===== src/hdl/sahi_pkg.sv =====
// constants and state codes for the converter control and host interface
// assumes one 40 MHz clock, all pins already synchronous to it
package sahi_pkg;

    // =========================================================
    // widths
    localparam int RESULT_W = 8;
    localparam int CHAN_W = 3;
    localparam int NUM_CHAN = 8;
    localparam int CNT_W = 7;
    localparam int CLK_HZ = 40000000;

    // =========================================================
    // sequence edge numbers, counted from one after start falls
    localparam logic [CNT_W-1:0] CNT_FIRST = 7'h01;
    localparam logic [CNT_W-1:0] CNT_SAMPLE_OPEN = 7'h04;
    localparam logic [CNT_W-1:0] CNT_CONV_START = 7'h08;
    localparam logic [CNT_W-1:0] CNT_RESULT = 7'h40;
    localparam logic [CNT_W-1:0] CNT_DONE = 7'h41;
    localparam int BIT_CLKS = 7;
    localparam logic [2:0] STEP_LAST = 3'(BIT_CLKS - 1);
    localparam logic [2:0] BIT_MSB = 3'(RESULT_W - 1);

    // =========================================================
    // reset values, and the trial code loaded at conversion start
    localparam logic [RESULT_W-1:0] RESULT_RESET = 8'h00;
    localparam logic [RESULT_W-1:0] TRIAL_MSB = 8'h80;
    localparam logic [CHAN_W-1:0] CHAN_RESET = 3'h0;

    // =========================================================
    // sequencer states, one-hot
    typedef enum logic [5:0] {
        ST_IDLE   = 6'b000001,
        ST_HOLD   = 6'b000010,
        ST_WAIT   = 6'b000100,
        ST_SAMPLE = 6'b001000,
        ST_CONV   = 6'b010000,
        ST_DONE   = 6'b100000
    } sahi_state_t;

endpackage


===== src/hdl/sahi_sar_step.sv =====
// one successive-approximation step on the trial code
// assumes the caller only asks for a step inside the decision phase
`timescale 1ns/1ps
module sahi_sar_step
    import sahi_pkg::*;
#(
    parameter int W = RESULT_W
) (
    // trial code and decision
    input wire logic [W-1:0] trial_in,
    input wire logic [2:0] bit_idx_in,
    input wire logic keep_in,
    // code after the decision
    output logic [W-1:0] next_out
);

    // =========================================================
    // clear the bit under test if rejected, then try the next lower bit
    always_comb begin
        next_out = trial_in;
        if (!keep_in) begin
            next_out[bit_idx_in] = 1'b0;
        end
        if (bit_idx_in != 3'h0) begin
            next_out[bit_idx_in - 3'h1] = 1'b1;
        end
    end

endmodule


===== src/hdl/sahi_top.sv =====
// control and host interface of an 8-bit successive-approximation converter
// assumes synchronous pins, a comparator output valid on every clock and
// an external bus buffer resolving result_bus_out with result_bus_oe_out
`timescale 1ns/1ps
module sahi_top
    import sahi_pkg::*;
#(
    parameter int W = RESULT_W
) (
    // clock and reset
    input wire logic clk_in,
    input wire logic srst_in,
    // channel selection
    input wire logic [CHAN_W-1:0] channel_select_in,
    input wire logic addr_latch_in,
    output logic [NUM_CHAN-1:0] channel_onehot_out,
    // conversion control
    input wire logic start_in,
    input wire logic comparator_in,
    output logic sample_out,
    output logic [W-1:0] trial_code_out,
    output logic conv_done_out,
    // result bus
    input wire logic output_enable_in,
    output logic [W-1:0] result_bus_out,
    output logic result_bus_oe_out
);

    // =========================================================
    // helpers
    function automatic logic rise(input logic cur, input logic prev);
        rise = cur & ~prev;
    endfunction

    sahi_state_t state_reg;
    logic [CHAN_W-1:0] chan_reg;
    logic ale_q_reg;
    logic start_q_reg;
    logic [CNT_W-1:0] cnt_reg;
    logic [CNT_W-1:0] cnt_next;
    logic [2:0] step_reg;
    logic [2:0] bit_idx_reg;
    logic [W-1:0] trial_reg;
    logic [W-1:0] trial_next;
    logic [W-1:0] result_reg;
    logic sample_reg;
    logic conv_done_reg;
    logic decide;
    logic start_rise;

    assign cnt_next = cnt_reg + CNT_FIRST;
    assign decide = (state_reg == ST_CONV) && (step_reg == STEP_LAST) && !start_in;
    assign start_rise = rise(start_in, start_q_reg);

    // =========================================================
    // channel latch and decoder
    always_ff @(posedge clk_in) begin
        if (srst_in) begin
            ale_q_reg <= 1'b0;
            chan_reg <= CHAN_RESET;
        end else begin
            ale_q_reg <= addr_latch_in;
            if (rise(addr_latch_in, ale_q_reg)) begin
                chan_reg <= channel_select_in;
            end
        end
    end

    // plain binary decode, one enable per analog channel
    always_ff @(posedge clk_in) begin
        if (srst_in) begin
            channel_onehot_out <= '0;
        end else begin
            channel_onehot_out <= NUM_CHAN'(1) << chan_reg;
        end
    end

    // =========================================================
    // sequencer: start high holds everything, edges counted after the fall
    always_ff @(posedge clk_in) begin
        if (srst_in) begin
            state_reg <= ST_IDLE;
            cnt_reg <= '0;
            start_q_reg <= 1'b0;
        end else begin
            start_q_reg <= start_in;
            if (start_in) begin
                // abort whatever runs; level, so a long pulse keeps it reset
                state_reg <= ST_HOLD;
                cnt_reg <= '0;
            end else begin
                case (state_reg)
                    ST_IDLE: begin
                        state_reg <= ST_IDLE;
                    end
                    ST_HOLD: begin
                        state_reg <= ST_WAIT;
                        cnt_reg <= CNT_FIRST;
                    end
                    ST_WAIT: begin
                        cnt_reg <= cnt_next;
                        if (cnt_next == CNT_SAMPLE_OPEN) begin
                            state_reg <= ST_SAMPLE;
                        end
                    end
                    ST_SAMPLE: begin
                        cnt_reg <= cnt_next;
                        if (cnt_next == CNT_CONV_START) begin
                            state_reg <= ST_CONV;
                        end
                    end
                    ST_CONV: begin
                        cnt_reg <= cnt_next;
                        if (cnt_next == CNT_RESULT) begin
                            state_reg <= ST_DONE;
                        end
                    end
                    ST_DONE: begin
                        cnt_reg <= cnt_next;
                        state_reg <= ST_IDLE;
                    end
                    default: begin
                        state_reg <= ST_IDLE;
                    end
                endcase
            end
        end
    end

    // =========================================================
    // sampling switch, closed for four periods
    always_ff @(posedge clk_in) begin
        if (srst_in || start_in) begin
            sample_reg <= 1'b0;
        end else if (state_reg == ST_WAIT && cnt_next == CNT_SAMPLE_OPEN) begin
            sample_reg <= 1'b1;
        end else if (state_reg == ST_SAMPLE && cnt_next == CNT_CONV_START) begin
            sample_reg <= 1'b0;
        end
    end

    // =========================================================
    // successive approximation register, msb first
    sahi_sar_step #(
        .W(W)
    ) u_step (
        .trial_in(trial_reg),
        .bit_idx_in(bit_idx_reg),
        .keep_in(comparator_in),
        .next_out(trial_next)
    );

    always_ff @(posedge clk_in) begin
        if (srst_in || start_in) begin
            trial_reg <= '0;
            step_reg <= 3'h0;
            bit_idx_reg <= BIT_MSB;
        end else if (state_reg == ST_SAMPLE && cnt_next == CNT_CONV_START) begin
            trial_reg <= TRIAL_MSB;
            step_reg <= 3'h0;
            bit_idx_reg <= BIT_MSB;
        end else if (state_reg == ST_CONV) begin
            if (decide) begin
                // seven periods per bit, then move one bit down
                trial_reg <= trial_next;
                step_reg <= 3'h0;
                bit_idx_reg <= bit_idx_reg - 3'h1;
            end else begin
                step_reg <= step_reg + 3'h1;
            end
        end
    end

    // =========================================================
    // holding register: untouched by start so the old value stays readable
    always_ff @(posedge clk_in) begin
        if (srst_in) begin
            result_reg <= RESULT_RESET;
        end else if (decide && cnt_next == CNT_RESULT) begin
            result_reg <= trial_next;
        end
    end

    // done flag: high out of reset, low during decisions
    always_ff @(posedge clk_in) begin
        if (srst_in) begin
            conv_done_reg <= 1'b1;
        end else if (!start_in && state_reg == ST_SAMPLE && cnt_next == CNT_CONV_START) begin
            conv_done_reg <= 1'b0;
        end else if (!start_in && state_reg == ST_DONE) begin
            conv_done_reg <= 1'b1;
        end
    end

    // =========================================================
    // outputs; the enable is combinational so the bus floats at once
    assign sample_out = sample_reg;
    assign trial_code_out = trial_reg;
    assign conv_done_out = conv_done_reg;
    assign result_bus_out = result_reg;
    assign result_bus_oe_out = output_enable_in;

    // =========================================================
    // assertions
    latch_capture_a: assert property (@(posedge clk_in) disable iff (srst_in)
        rise(addr_latch_in, ale_q_reg) |=> chan_reg == $past(channel_select_in))
        else $error("channel not captured on latch strobe");

    // decoder output lags the latch by one edge, so compare with last edge's number
    decode_sel_a: assert property (@(posedge clk_in) disable iff (srst_in)
        $stable(chan_reg) |=> channel_onehot_out == (NUM_CHAN'(1) << $past(chan_reg))
            && $onehot(channel_onehot_out))
        else $error("channel decode wrong");

    hold_reset_a: assert property (@(posedge clk_in) disable iff (srst_in)
        start_rise |=> state_reg == ST_HOLD && cnt_reg == '0 && !sample_reg)
        else $error("start edge did not reset sequence");

    start_hold_a: assert property (@(posedge clk_in) disable iff (srst_in)
        start_in ##1 !start_in |=> cnt_reg == CNT_FIRST)
        else $error("count did not begin at one after start fell");

    // a restart inside the window legally cuts it short
    sample_window_a: assert property (@(posedge clk_in) disable iff (srst_in || start_in)
        $rose(sample_reg) |-> cnt_reg == CNT_SAMPLE_OPEN ##0 sample_reg[*4] ##1 !sample_reg)
        else $error("sampling window not four periods from edge 4");

    eoc_low_a: assert property (@(posedge clk_in) disable iff (srst_in)
        $fell(conv_done_reg) |-> cnt_reg == CNT_CONV_START && trial_reg == TRIAL_MSB)
        else $error("done flag fell at wrong edge");

    bit_time_a: assert property (@(posedge clk_in) disable iff (srst_in || start_in)
        decide |=> !decide[*6])
        else $error("bit decision spacing not seven periods");

    result_load_a: assert property (@(posedge clk_in) disable iff (srst_in)
        $changed(result_reg) |-> cnt_reg == CNT_RESULT && !conv_done_reg)
        else $error("result loaded at wrong edge");

    eoc_high_a: assert property (@(posedge clk_in) disable iff (srst_in)
        $rose(conv_done_reg) |-> cnt_reg == CNT_DONE && state_reg == ST_IDLE)
        else $error("done flag rose at wrong edge");

    keep_result_a: assert property (@(posedge clk_in) disable iff (srst_in)
        start_in |=> $stable(result_reg))
        else $error("stored result disturbed by start");

    bus_float_a: assert property (@(posedge clk_in) disable iff (srst_in)
        !output_enable_in |-> !result_bus_oe_out)
        else $error("bus driven while output enable low");

    idle_stay_a: assert property (@(posedge clk_in) disable iff (srst_in)
        state_reg == ST_IDLE && !start_in |=> state_reg == ST_IDLE && $stable(cnt_reg))
        else $error("sequencer left idle without start");

    full_conv_c: cover property (@(posedge clk_in) disable iff (srst_in)
        $rose(conv_done_reg) && result_reg != RESULT_RESET);
    abort_c: cover property (@(posedge clk_in) disable iff (srst_in)
        state_reg == ST_CONV && start_in);
    read_bus_c: cover property (@(posedge clk_in) disable iff (srst_in)
        conv_done_reg && output_enable_in);
    latch_c: cover property (@(posedge clk_in) disable iff (srst_in)
        rise(addr_latch_in, ale_q_reg) && channel_select_in == 3'h7);

endmodule


===== config.mk =====
export PLATFORM = sky130hd
export DESIGN_NAME = sahi_top
export DESIGN_NICKNAME = d
export VERILOG_FILES = /design/src/hdl/sahi_pkg.sv /design/src/hdl/sahi_sar_step.sv /design/src/hdl/sahi_top.sv
export SDC_FILE = /design/constraint.sdc
export NUM_CORES = 1
export LEC_CHECK = 0
export BUFFER_PORTS_ARGS = -buffer_cell sky130_fd_sc_hd__buf_2
export CAP_MARGIN = 20
export CORE_UTILIZATION = 60
export CTS_CLUSTER_SIZE = 8
export DETAILED_ROUTE_END_ITERATION = 12
export PLACE_DENSITY_LB_ADDON = 0.08
export SYNTH_ARGS = -nofsm -noshare
export SYNTH_HDL_FRONTEND = slang
export SYNTH_HIERARCHICAL = 1
export SYNTH_SLANG_ARGS = --single-unit

===== constraint.sdc =====
create_clock -name clk_in -period 6.3 [get_ports clk_in]
set_clock_uncertainty 0.15 [all_clocks]
set_input_delay 1.26 -clock clk_in [delete_from_list [all_inputs] [get_ports clk_in]]
set_output_delay 1.26 -clock clk_in [all_outputs]
set_load 0.02 [all_outputs]

==> flow_summary_export.csv, run 1 <==
group,metric,value,unit
outcome,status,"complete, no violations",
sta,layout_min_cycle_time,3.04,ns
place,io_buffers,33,
layout,syn_to_final_growth,9.23,%
layout,fin_util,0.685,
die,ios,36,
sta,rsz0062_at_grt,"no",
layout,mostFrequentLayoutCells,"dfxtp_1 (49), nand2_1 (33), buf_2 (33)",
global_route,grt_pass1_wl,8.72,mm
layout,final_cells,376,
critical_path,startpoint,"start_in",
synthesis,yosysWarnings,6,
critical_path,critPathCapture,"trial_code_out[7]",
critical_path,cp-end-kind,"flip-flop",
synthesis,syn_area,0.00251,mm2
critical_path,start_kind,"input pin",
synthesis,yosysUniqueCellTypes,57,
sta,slew_headroom,0.312,
layout,final_common_cell,"dfxtp_1",
route,drcViolationCount,0,
synthesis,synth_fp_nets,317,
cts,cts_root_buffer,"clkbuf_8",
global_route,grt-ovfl-total,0,
place,dp.cells,368,
route,firstDrtPassIters,4,
critical_path,cp_cell_sequence,"buf_2 > and3b_1 > nor3b_2 > mux2_2 > o21a_1",
global_route,grt_pass1_vias,1923,
layout,drive_gt1_frac,0.160,
pwr,p_comb_frac,0.044,
place,postPlaceCellArea,0.00265,mm2
pwr,leakage,1.09,nW
layout,finish.net_count,341,
pwr,power.switching,127,uW
route,wl_per_cell,14.2,um
sta,final-hold-violation-count,0,
global_route,grt_max_degree,21,
pwr,intPower,401,uW
pwr,power.density,193,mW/mm2
critical_path,r2r_end,"step_reg[1]",
sta,hold_ws,0.324,ns
critical_path,r2r-start,"cnt_reg[0]",
synthesis,yosys_most_used_dff,"dfxtp_1",
synthesis,synth_edf_count,0,
die,chipWidth,66.7,um
cts,cts_made_buffers,5,
synthesis,synthArstFlopShare,0,
die,die-area,0.00444,mm2
cts,insertion_delay,0.31,ns
pwr,seqPwrFrac,0.600,
die,die_height,66.7,um
layout,diodes,0,
cts,cts_tree,"done",
critical_path,rr_worst_depth,6,
worst_hold_path,hold_class,"flip-flop to flip-flop",
cts,htreeDepth,2,
place,gp_congestion,0.834,
cts,postCtsSetupBuffers,0,
global_route,grt_usage,0.261,
route,drtIter0Drc,195,
cts,cts_resized,0,
job,maxCapViolations,0,
place,dpl.hpwl,3.85,mm
critical_path,ff2ff_setup_slack,3.27,ns
die,start_util,0.627,
cts,hold_buffers,0,
global_route,antenna_found_initial,0,
route,vias,2239,
synthesis,netlist_instances,301,
critical_path,arrival,3.11,ns
worst_hold_path,worstHoldPathCells,2,
die,core_region_area,0.00400,mm2
pwr,ir_drop,188,uV
route,finalWirelength,5.33,mm
sta,tns,0,ns
route,post_drt_via_cell_ratio,5.95,
sta,worstMarginPinSlew,1.03,ns
sta,fin_crit_sh,0.483,
critical_path,slowest_stage,"nor3b_2",
critical_path,crit_type,"input pin to flip-flop",
critical_path,required,6.37,ns
synthesis,avgSynthCellArea,8.33,um2
pwr,pwr-share-clk,0.355,
route,postRouteAntennaNets,0,
critical_path,critPathMaxStageDelay,0.85,ns
cts,clock-sinks,49,
synthesis,ys_ff_latch,49,
sta,drv_slew,0,
critical_path,crit_fanout,18,
synthesis,synth_seq_area_share,0.391,
layout,design_area,0.00274,mm2
pwr,switching_share,0.240,
cts,cts.path.max_buffers,2,
sta,fmax,0.329,GHz
die,row_count,23,
cts,cts.clk_slew.worst_paths,0.10,ns
sta,setup_violations,0,
[synthesized netlist by cell type (all sizes together) (6+ instances only)]
master,number,area [um2]
nand2,33,124
nor2,22,82.6
nand2b,7,43.8
nand3,14,70.1
dfxtp,49,981
buf,10,65.1
o21ai,20,100
ha,7,87.6
inv,14,52.6
clkbuf,6,22.5
a21oi,25,125
nor3,14,70.1
[power groups by stage]
stage | clock [mW] | combinational, mW | sequential, mW
floorplan | 0 | 0.0163 | 0.325
finish | 0.188 | 0.0234 | 0.317
global route | 0.208 | 0.0258 | 0.318
CTS | 0.193 | 0.0238 | 0.317
detailed placement | 0 | 0.0235 | 0.324
global placement | 0 | 0.0233 | 0.324
[critical path: cells and delay by family]
kind | cells | cell delay (ns)
AND/OR/NAND/NOR | 2 | 1.13
buffers and inverters | 1 | 0.12
multiplexers | 1 | 0.42
AO/OA/AOI/OAI | 1 | 0.16
[logic make-up (layout without fill, tap and decap cells)]
kind of cell             Yosys count  count (layout)  synth area share
AO/OA/AOI/OAI                     83              83             0.228
XOR/XNOR                           5               5            0.0175
adder cells (fa/ha/maj)            7               7            0.0349
buffers and inverters             30              55            0.0559
flip-flops                        49              49             0.391
multiplexers                       5               5            0.0204
AND/OR/NAND/NOR                  122             122             0.252
[routing by layer]
metal | track usage | routed length (um) | share of wire
met2 | 0.414 | 2440 | 0.46
met5 | 0 | 0 | 0
met3 | 0.0565 | 207 | 0.039
met4 | 0.0824 | 64 | 0.012
met1 | 0.350 | 2620 | 0.49
[final cells by class]
cell class                      count  area [um2]
Inverter                           14        52.6
Multi-Input combinational cell    222        1390
Fill cell                         351        1260
Clock buffer                        5        68.8
Tap cell                           50        62.6
Sequential cell                    49         981
Clock inverter                      3        22.5
Timing Repair Buffer               33         165
[through the flow]
| stage | setup slack [ns] | power [mW] |
|---|---|---|
| 2_1_floorplan | 3.50 | 0.342 |
| 3_3_place_gp | 2.96 | 0.348 |
| 3_5_place_dp | 2.94 | 0.348 |
| 4_1_cts | 3.28 | 0.534 |
| 5_1_grt | 2.97 | 0.552 |
| 6_report | 3.26 | 0.528 |
[worst min-delay path by stage]
stage / start / end / slack [ns]
6_report: sample_out / sample_out / 0.32
5_1_grt: result_bus_out[6] / result_bus_out[6] / 0.36
3_3_place_gp: sample_out / sample_out / 0.31
2_1_floorplan: step_reg[2] / step_reg[2] / 0.32
3_5_place_dp: sample_out / sample_out / 0.32
4_1_cts: sample_out / sample_out / 0.33
No activity file was read; power rests on OpenSTA's default activity.
==> inputs of run 2 (changes only) <==
--- a/config.mk
+++ b/config.mk
@@ -7,7 +7,7 @@
 export LEC_CHECK = 0
 export BUFFER_PORTS_ARGS = -buffer_cell sky130_fd_sc_hd__buf_2
 export CAP_MARGIN = 20
-export CORE_UTILIZATION = 60
+export CORE_UTILIZATION = 51
 export CTS_CLUSTER_SIZE = 8
 export DETAILED_ROUTE_END_ITERATION = 12
 export PLACE_DENSITY_LB_ADDON = 0.08
==> constraint.sdc (replaced) <==
create_clock -name clk_in -period 2.7 [get_ports clk_in]
set_clock_uncertainty 0.15 [all_clocks]
set_input_delay 0.54 -clock clk_in [delete_from_list [all_inputs] [get_ports clk_in]]
set_output_delay 0.54 -clock clk_in [all_outputs]
set_load 0.02 [all_outputs]
==> flow_summary_export.csv, run 2 (synthesis results as in run 1) <==
group,metric,value,unit
outcome,status,"complete, no violations",
pwr,power.density,463,mW/mm2
die,die-area,0.00520,mm2
cts,htreeDepth,2,
critical_path,rr_worst_depth,7,
route,post_drt_via_cell_ratio,5.48,
cts,cts.path.max_buffers,2,
critical_path,critPathCapture,"bit_idx_reg[1]",
sta,tns,0,ns
route,finalWirelength,5.32,mm
layout,syn_to_final_growth,13.2,%
sta,drv_slew,0,
cts,clock-sinks,49,
critical_path,ff2ff_setup_slack,0.33,ns
sta,worstMarginPinSlew,0.522,ns
die,chipWidth,72.1,um
cts,cts_tree,"done",
global_route,antenna_found_initial,0,
sta,worst_slack,0.328,ns
cts,hold_buffers,0,
global_route,grt_pass1_vias,1901,
die,core_region_area,0.00472,mm2
route,drtIter0Drc,120,
layout,final_common_cell,"dfxtp_1",
sta,slew_headroom,0.651,
route,wl_per_cell,13.3,um
pwr,leakage,1.13,nW
die,ios,36,
place,gp_congestion,0.818,
worst_hold_path,hold_class,"input pin to flip-flop",
layout,design_area,0.00284,mm2
critical_path,startpoint,"cnt_reg[0]",
critical_path,crit_type,"flip-flop to flip-flop",
route,firstDrtPassIters,4,
cts,cts_made_buffers,5,
die,row_count,25,
sta,hold_ws,0.306,ns
die,start_util,0.531,
layout,drive_gt1_frac,0.178,
place,place_ws,0.207,ns
place,dpl.hpwl,3.85,mm
critical_path,crit_fanout,13,
layout,finish.net_count,347,
sta,setup_violations,0,
cts,cts_root_buffer,"clkbuf_8",
place,io_buffers,33,
critical_path,critPathMaxStageDelay,0.48,ns
global_route,grt_max_degree,21,
critical_path,required,2.74,ns
route,drcViolationCount,0,
sta,layout_min_cycle_time,2.37,ns
route,postRouteAntennaNets,0,
sta,rsz0062_at_grt,"no",
critical_path,arrival,2.41,ns
job,maxCapViolations,0,
critical_path,start_kind,"flip-flop",
cts,insertion_delay,0.30,ns
sta,fin_crit_sh,0.879,
layout,diodes,0,
route,vias,2188,
sta,fmax,0.422,GHz
critical_path,slowest_stage,"dfxtp_1",
critical_path,r2r-start,"cnt_reg[0]",
critical_path,r2r_end,"bit_idx_reg[1]",
critical_path,cp_cell_sequence,"ha_1 > nand3_1 > and4_1 > nor2_1 > o41ai_4 > buf_4 > a211o_1",
cts,cts.clk_slew.worst_paths,0.10,ns
sta,final-hold-violation-count,0,
layout,mostFrequentLayoutCells,"dfxtp_1 (49), nand2_1 (33), buf_2 (33)",
place,postPlaceCellArea,0.00272,mm2
die,die_height,72.1,um
critical_path,cp-end-kind,"flip-flop",
global_route,grt_pass1_wl,8.94,mm
pwr,ir_drop,338,uV
global_route,grt-ovfl-total,0,
cts,postCtsSetupBuffers,0,
global_route,grt_usage,0.217,
==> run 2: cell types whose count changed in the layout (fill, tap and decap cells not counted), sizes merged <==
cell / delta
buf: +6
clkinv: -2
bufinv: +1
clkbuf: +1
==> run 2: per-stage QoR <==
stage | total power [mW] | cells | util
after floorplan | 0.797 | 301 | -
after detailed placement | 0.814 | 391 | 0.575
after global placement | 0.814 | 391 | 0.575
final | 1.31 | 399 | 0.601
after global routing | 1.37 | 399 | 0.601
after CTS | 1.33 | 399 | 0.598
==> run 2: worst min path at each step <==
stage	from	to	slack, ns	cells after the start
final	addr_latch_in	ale_q_reg	0.31	2
after global routing	addr_latch_in	ale_q_reg	0.31	2
after CTS	addr_latch_in	ale_q_reg	0.31	2
after detailed placement	sample_out	sample_out	0.31	2
after global placement	sample_out	sample_out	0.31	2
after floorplan	step_reg[2]	step_reg[2]	0.32	2
==> run 2: layout make-up <==
class,instances,area (um2)
clock inverter,2,38.8
fill,418,1880
clock buffer,6,72.6
inverter,14,52.6
tap,67,83.8
multi-input combinational,222,1400
timing repair buffer,39,210
sequential,49,981
==> run 2: timing repair <==
item	4_1_cts	5_1_grt
endpoints found under the hold margin	0	0
gates resized for setup	0	2
setup endpoints to repair	0	7
==> run 2: worst max-delay path, delay by kind of cell (launching register included) <==
kind / cells / cell delay, ns
flip-flops: 1 / 0.48
adder cells (fa/ha/maj): 1 / 0.21
AO/OA/AOI/OAI: 2 / 0.31
buffers and inverters: 1 / 0.20
AND/OR/NAND/NOR: 3 / 0.91
==> run 2: report_power, final <==
part           switching, mW  internal (mW)  total, mW
Combinational         0.0334         0.0234     0.0567
Clock                  0.240          0.278      0.518
Sequential           0.00878          0.731      0.740
==> run 2: layer usage <==
layer / part of all wire / global-route usage
met1: 0.51 / 0.302
met3: 0.032 / 0.0486
met5: 0 / 0
met2: 0.45 / 0.345
met4: 0.0075 / 0.0458
==> inputs of run 3 (changes only) <==
--- a/config.mk
+++ b/config.mk
@@ -7,7 +7,7 @@
 export LEC_CHECK = 0
 export BUFFER_PORTS_ARGS = -buffer_cell sky130_fd_sc_hd__buf_2
 export CAP_MARGIN = 20
-export CORE_UTILIZATION = 51
+export CORE_UTILIZATION = 57
 export CTS_CLUSTER_SIZE = 8
 export DETAILED_ROUTE_END_ITERATION = 12
 export PLACE_DENSITY_LB_ADDON = 0.08
==> constraint.sdc (replaced) <==
create_clock -name clk_in -period 2.2 [get_ports clk_in]
set_clock_uncertainty 0.15 [all_clocks]
set_input_delay 0.44 -clock clk_in [delete_from_list [all_inputs] [get_ports clk_in]]
set_output_delay 0.44 -clock clk_in [all_outputs]
set_load 0.02 [all_outputs]
==> flow_summary_export.csv, run 3 (synthesis results as in run 1) <==
group,metric,value,unit
outcome,status,"complete, but fails checks",
outcome,violations,"negative setup slack",
pwr,pwr-share-clk,0.349,
die,ios,36,
cts,cts_root_buffer,"clkbuf_8",
route,firstDrtPassIters,4,
cts,clock-sinks,49,
cts,cts_tree,"done",
sta,worst_slack,-0.0135,ns
cts,cts_made_buffers,5,
critical_path,ff2ff_setup_slack,-0.01,ns
global_route,grt_max_degree,20,
critical_path,r2r-start,"state_reg[0]",
layout,finish.net_count,372,
cts,cts.clk_slew.worst_paths,0.09,ns
worst_hold_path,hold_end,"ale_q_reg",
pwr,p_comb_frac,0.056,
sta,fmax,0.452,GHz
global_route,grt_usage,0.275,
sta,fin_crit_sh,1.01,
place,dpl.hpwl,4.39,mm
die,core_region_area,0.00412,mm2
critical_path,crit_fanout,6,
route,postRouteAntennaNets,0,
layout,mostFrequentLayoutCells,"dfxtp_1 (47), nand2_1 (33), buf_2 (33)",
die,chipWidth,68.3,um
cts,insertion_delay,0.30,ns
sta,setup_violations,6,
place,dp.cells,399,
layout,final_common_cell,"dfxtp_1",
sta,final-hold-violation-count,0,
place,gp_congestion,0.848,
layout,diodes,0,
die,start_util,0.610,
critical_path,crit_type,"flip-flop to flip-flop",
sta,worstMarginPinSlew,0.574,ns
pwr,ir_drop,456,uV
layout,fin_util,0.729,
pwr,leakage,1.25,nW
layout,multiInputGateArea,0.00142,mm2
global_route,grt_pass1_vias,2019,
layout,drive_gt1_frac,0.252,
pwr,intPower,1.16,mW
die,die_height,68.3,um
layout,syn_to_final_growth,19.7,%
global_route,grt_pass1_wl,9.49,mm
cts,cts.path.max_buffers,2,
sta,hold_ws,0.215,ns
sta,layout_min_cycle_time,2.21,ns
sta,rsz0062_at_grt,"yes",
route,top_layer,"met4",
pwr,p_total,1.52,mW
critical_path,arrival,2.26,ns
route,post_drt_via_cell_ratio,5.79,
job,maxCapViolations,0,
worst_hold_path,hold_class,"input pin to flip-flop",
global_route,grt-ovfl-total,0,
route,vias,2358,
layout,n_fill_cell,339,
route,drcViolationCount,0,
global_route,antenna_found_initial,0,
layout,regArea,983,um2
route,drtIter0Drc,140,
critical_path,cp-end-kind,"flip-flop",
pwr,power.density,507,mW/mm2
critical_path,required,2.25,ns
pwr,switching_share,0.238,
layout,final_cells,407,
sta,drv_slew,0,
cts,htreeDepth,2,
die,die-area,0.00467,mm2
route,finalWirelength,5.93,mm
worst_hold_path,holdCritStartpoint,"addr_latch_in",
die,row_count,23,
route,dr_wl_met3,293,um
worst_hold_path,worstHoldPathCells,2,
route,wl_met2,2.73,mm
pwr,seqPwrFrac,0.595,
pwr,power.switching,362,uW
route,wl_per_cell,14.6,um
critical_path,start_kind,"flip-flop",
critical_path,r2r_end,"trial_code_out[1]",
place,io_buffers,33,
route,met1_length,2.85,mm
sta,slew_headroom,0.615,
cts,hold_buffers,0,
critical_path,rr_worst_depth,5,
==> run 3: changes by cell type in the layout (fill, tap and decap cells not counted), sizes merged <==
cell and change:
buf +25, bufinv -1, inv +1
==> run 3: through the flow <==
stage / TNS [ns] / instance area, um2 / worst slack (ns)
after CTS: 0 / 2990 / 0.0215
after global placement: 0 / 2900 / 0.0855
after global routing: -0.907 / 3000 / -0.0728
final: -0.0374 / 3000 / -0.0135
after detailed placement: 0 / 2900 / 0.0406
after floorplan: 0 / 2530 / 0.0358
==> run 3: area by class of cell <==
| type | count | share of cell area |
|---|---|---|
| Clock buffer | 6 | 0.0242 |
| Clock inverter | 2 | 0.00459 |
| Inverter | 14 | 0.0175 |
| Multi-Input combinational cell | 222 | 0.473 |
| Sequential cell | 49 | 0.328 |
| Tap cell | 50 | 0.0208 |
| Timing Repair Buffer | 64 | 0.133 |
==> run 3: worst max-delay path by stage <==
stage                       startpoint                end  cells past startpoint
final                     state_reg[0]  trial_code_out[1]                      5
after detailed placement  state_reg[0]         sample_out                      5
after floorplan           state_reg[2]         sample_out                      5
after global routing      state_reg[0]  trial_code_out[1]                      5
after CTS                 state_reg[0]         sample_out                      5
after global placement    state_reg[0]         sample_out                      5
==> run 3: power by group through the flow <==
| stage | clock network [mW] | registers [mW] | logic [mW] |
|---|---|---|---|
| after floorplan | 0 | 0.932 | 0.0466 |
| after global placement | 0 | 0.925 | 0.0822 |
| after detailed placement | 0 | 0.926 | 0.0839 |
| after CTS | 0.540 | 0.905 | 0.0847 |
| after global routing | 0.569 | 0.908 | 0.0952 |
| final | 0.532 | 0.906 | 0.0856 |
==> run 3: routing by layer <==
layer	track usage	up-vias
met4	0.0781	0
met5	0	-
met1	0.380	1099
met3	0.0550	7
met2	0.429	52
li1	-	1200
==> run 3: repair_timing <==
| item | CTS | global route |
|---|---|---|
| endpoints found under the setup margin | 0 | 17 |
| buffers inserted | 0 | 0 |
| resized for setup | 0 | 5 |
| endpoints found under the hold margin | 0 | 0 |
==> run 3: worst max-delay path, stage by stage (launching register included) <==
cell	delay, ns
dfxtp_2	0.33
or4_4	0.53
or3b_4	0.42
o41ai_4	0.41
buf_4	0.22
a21oi_1	0.05
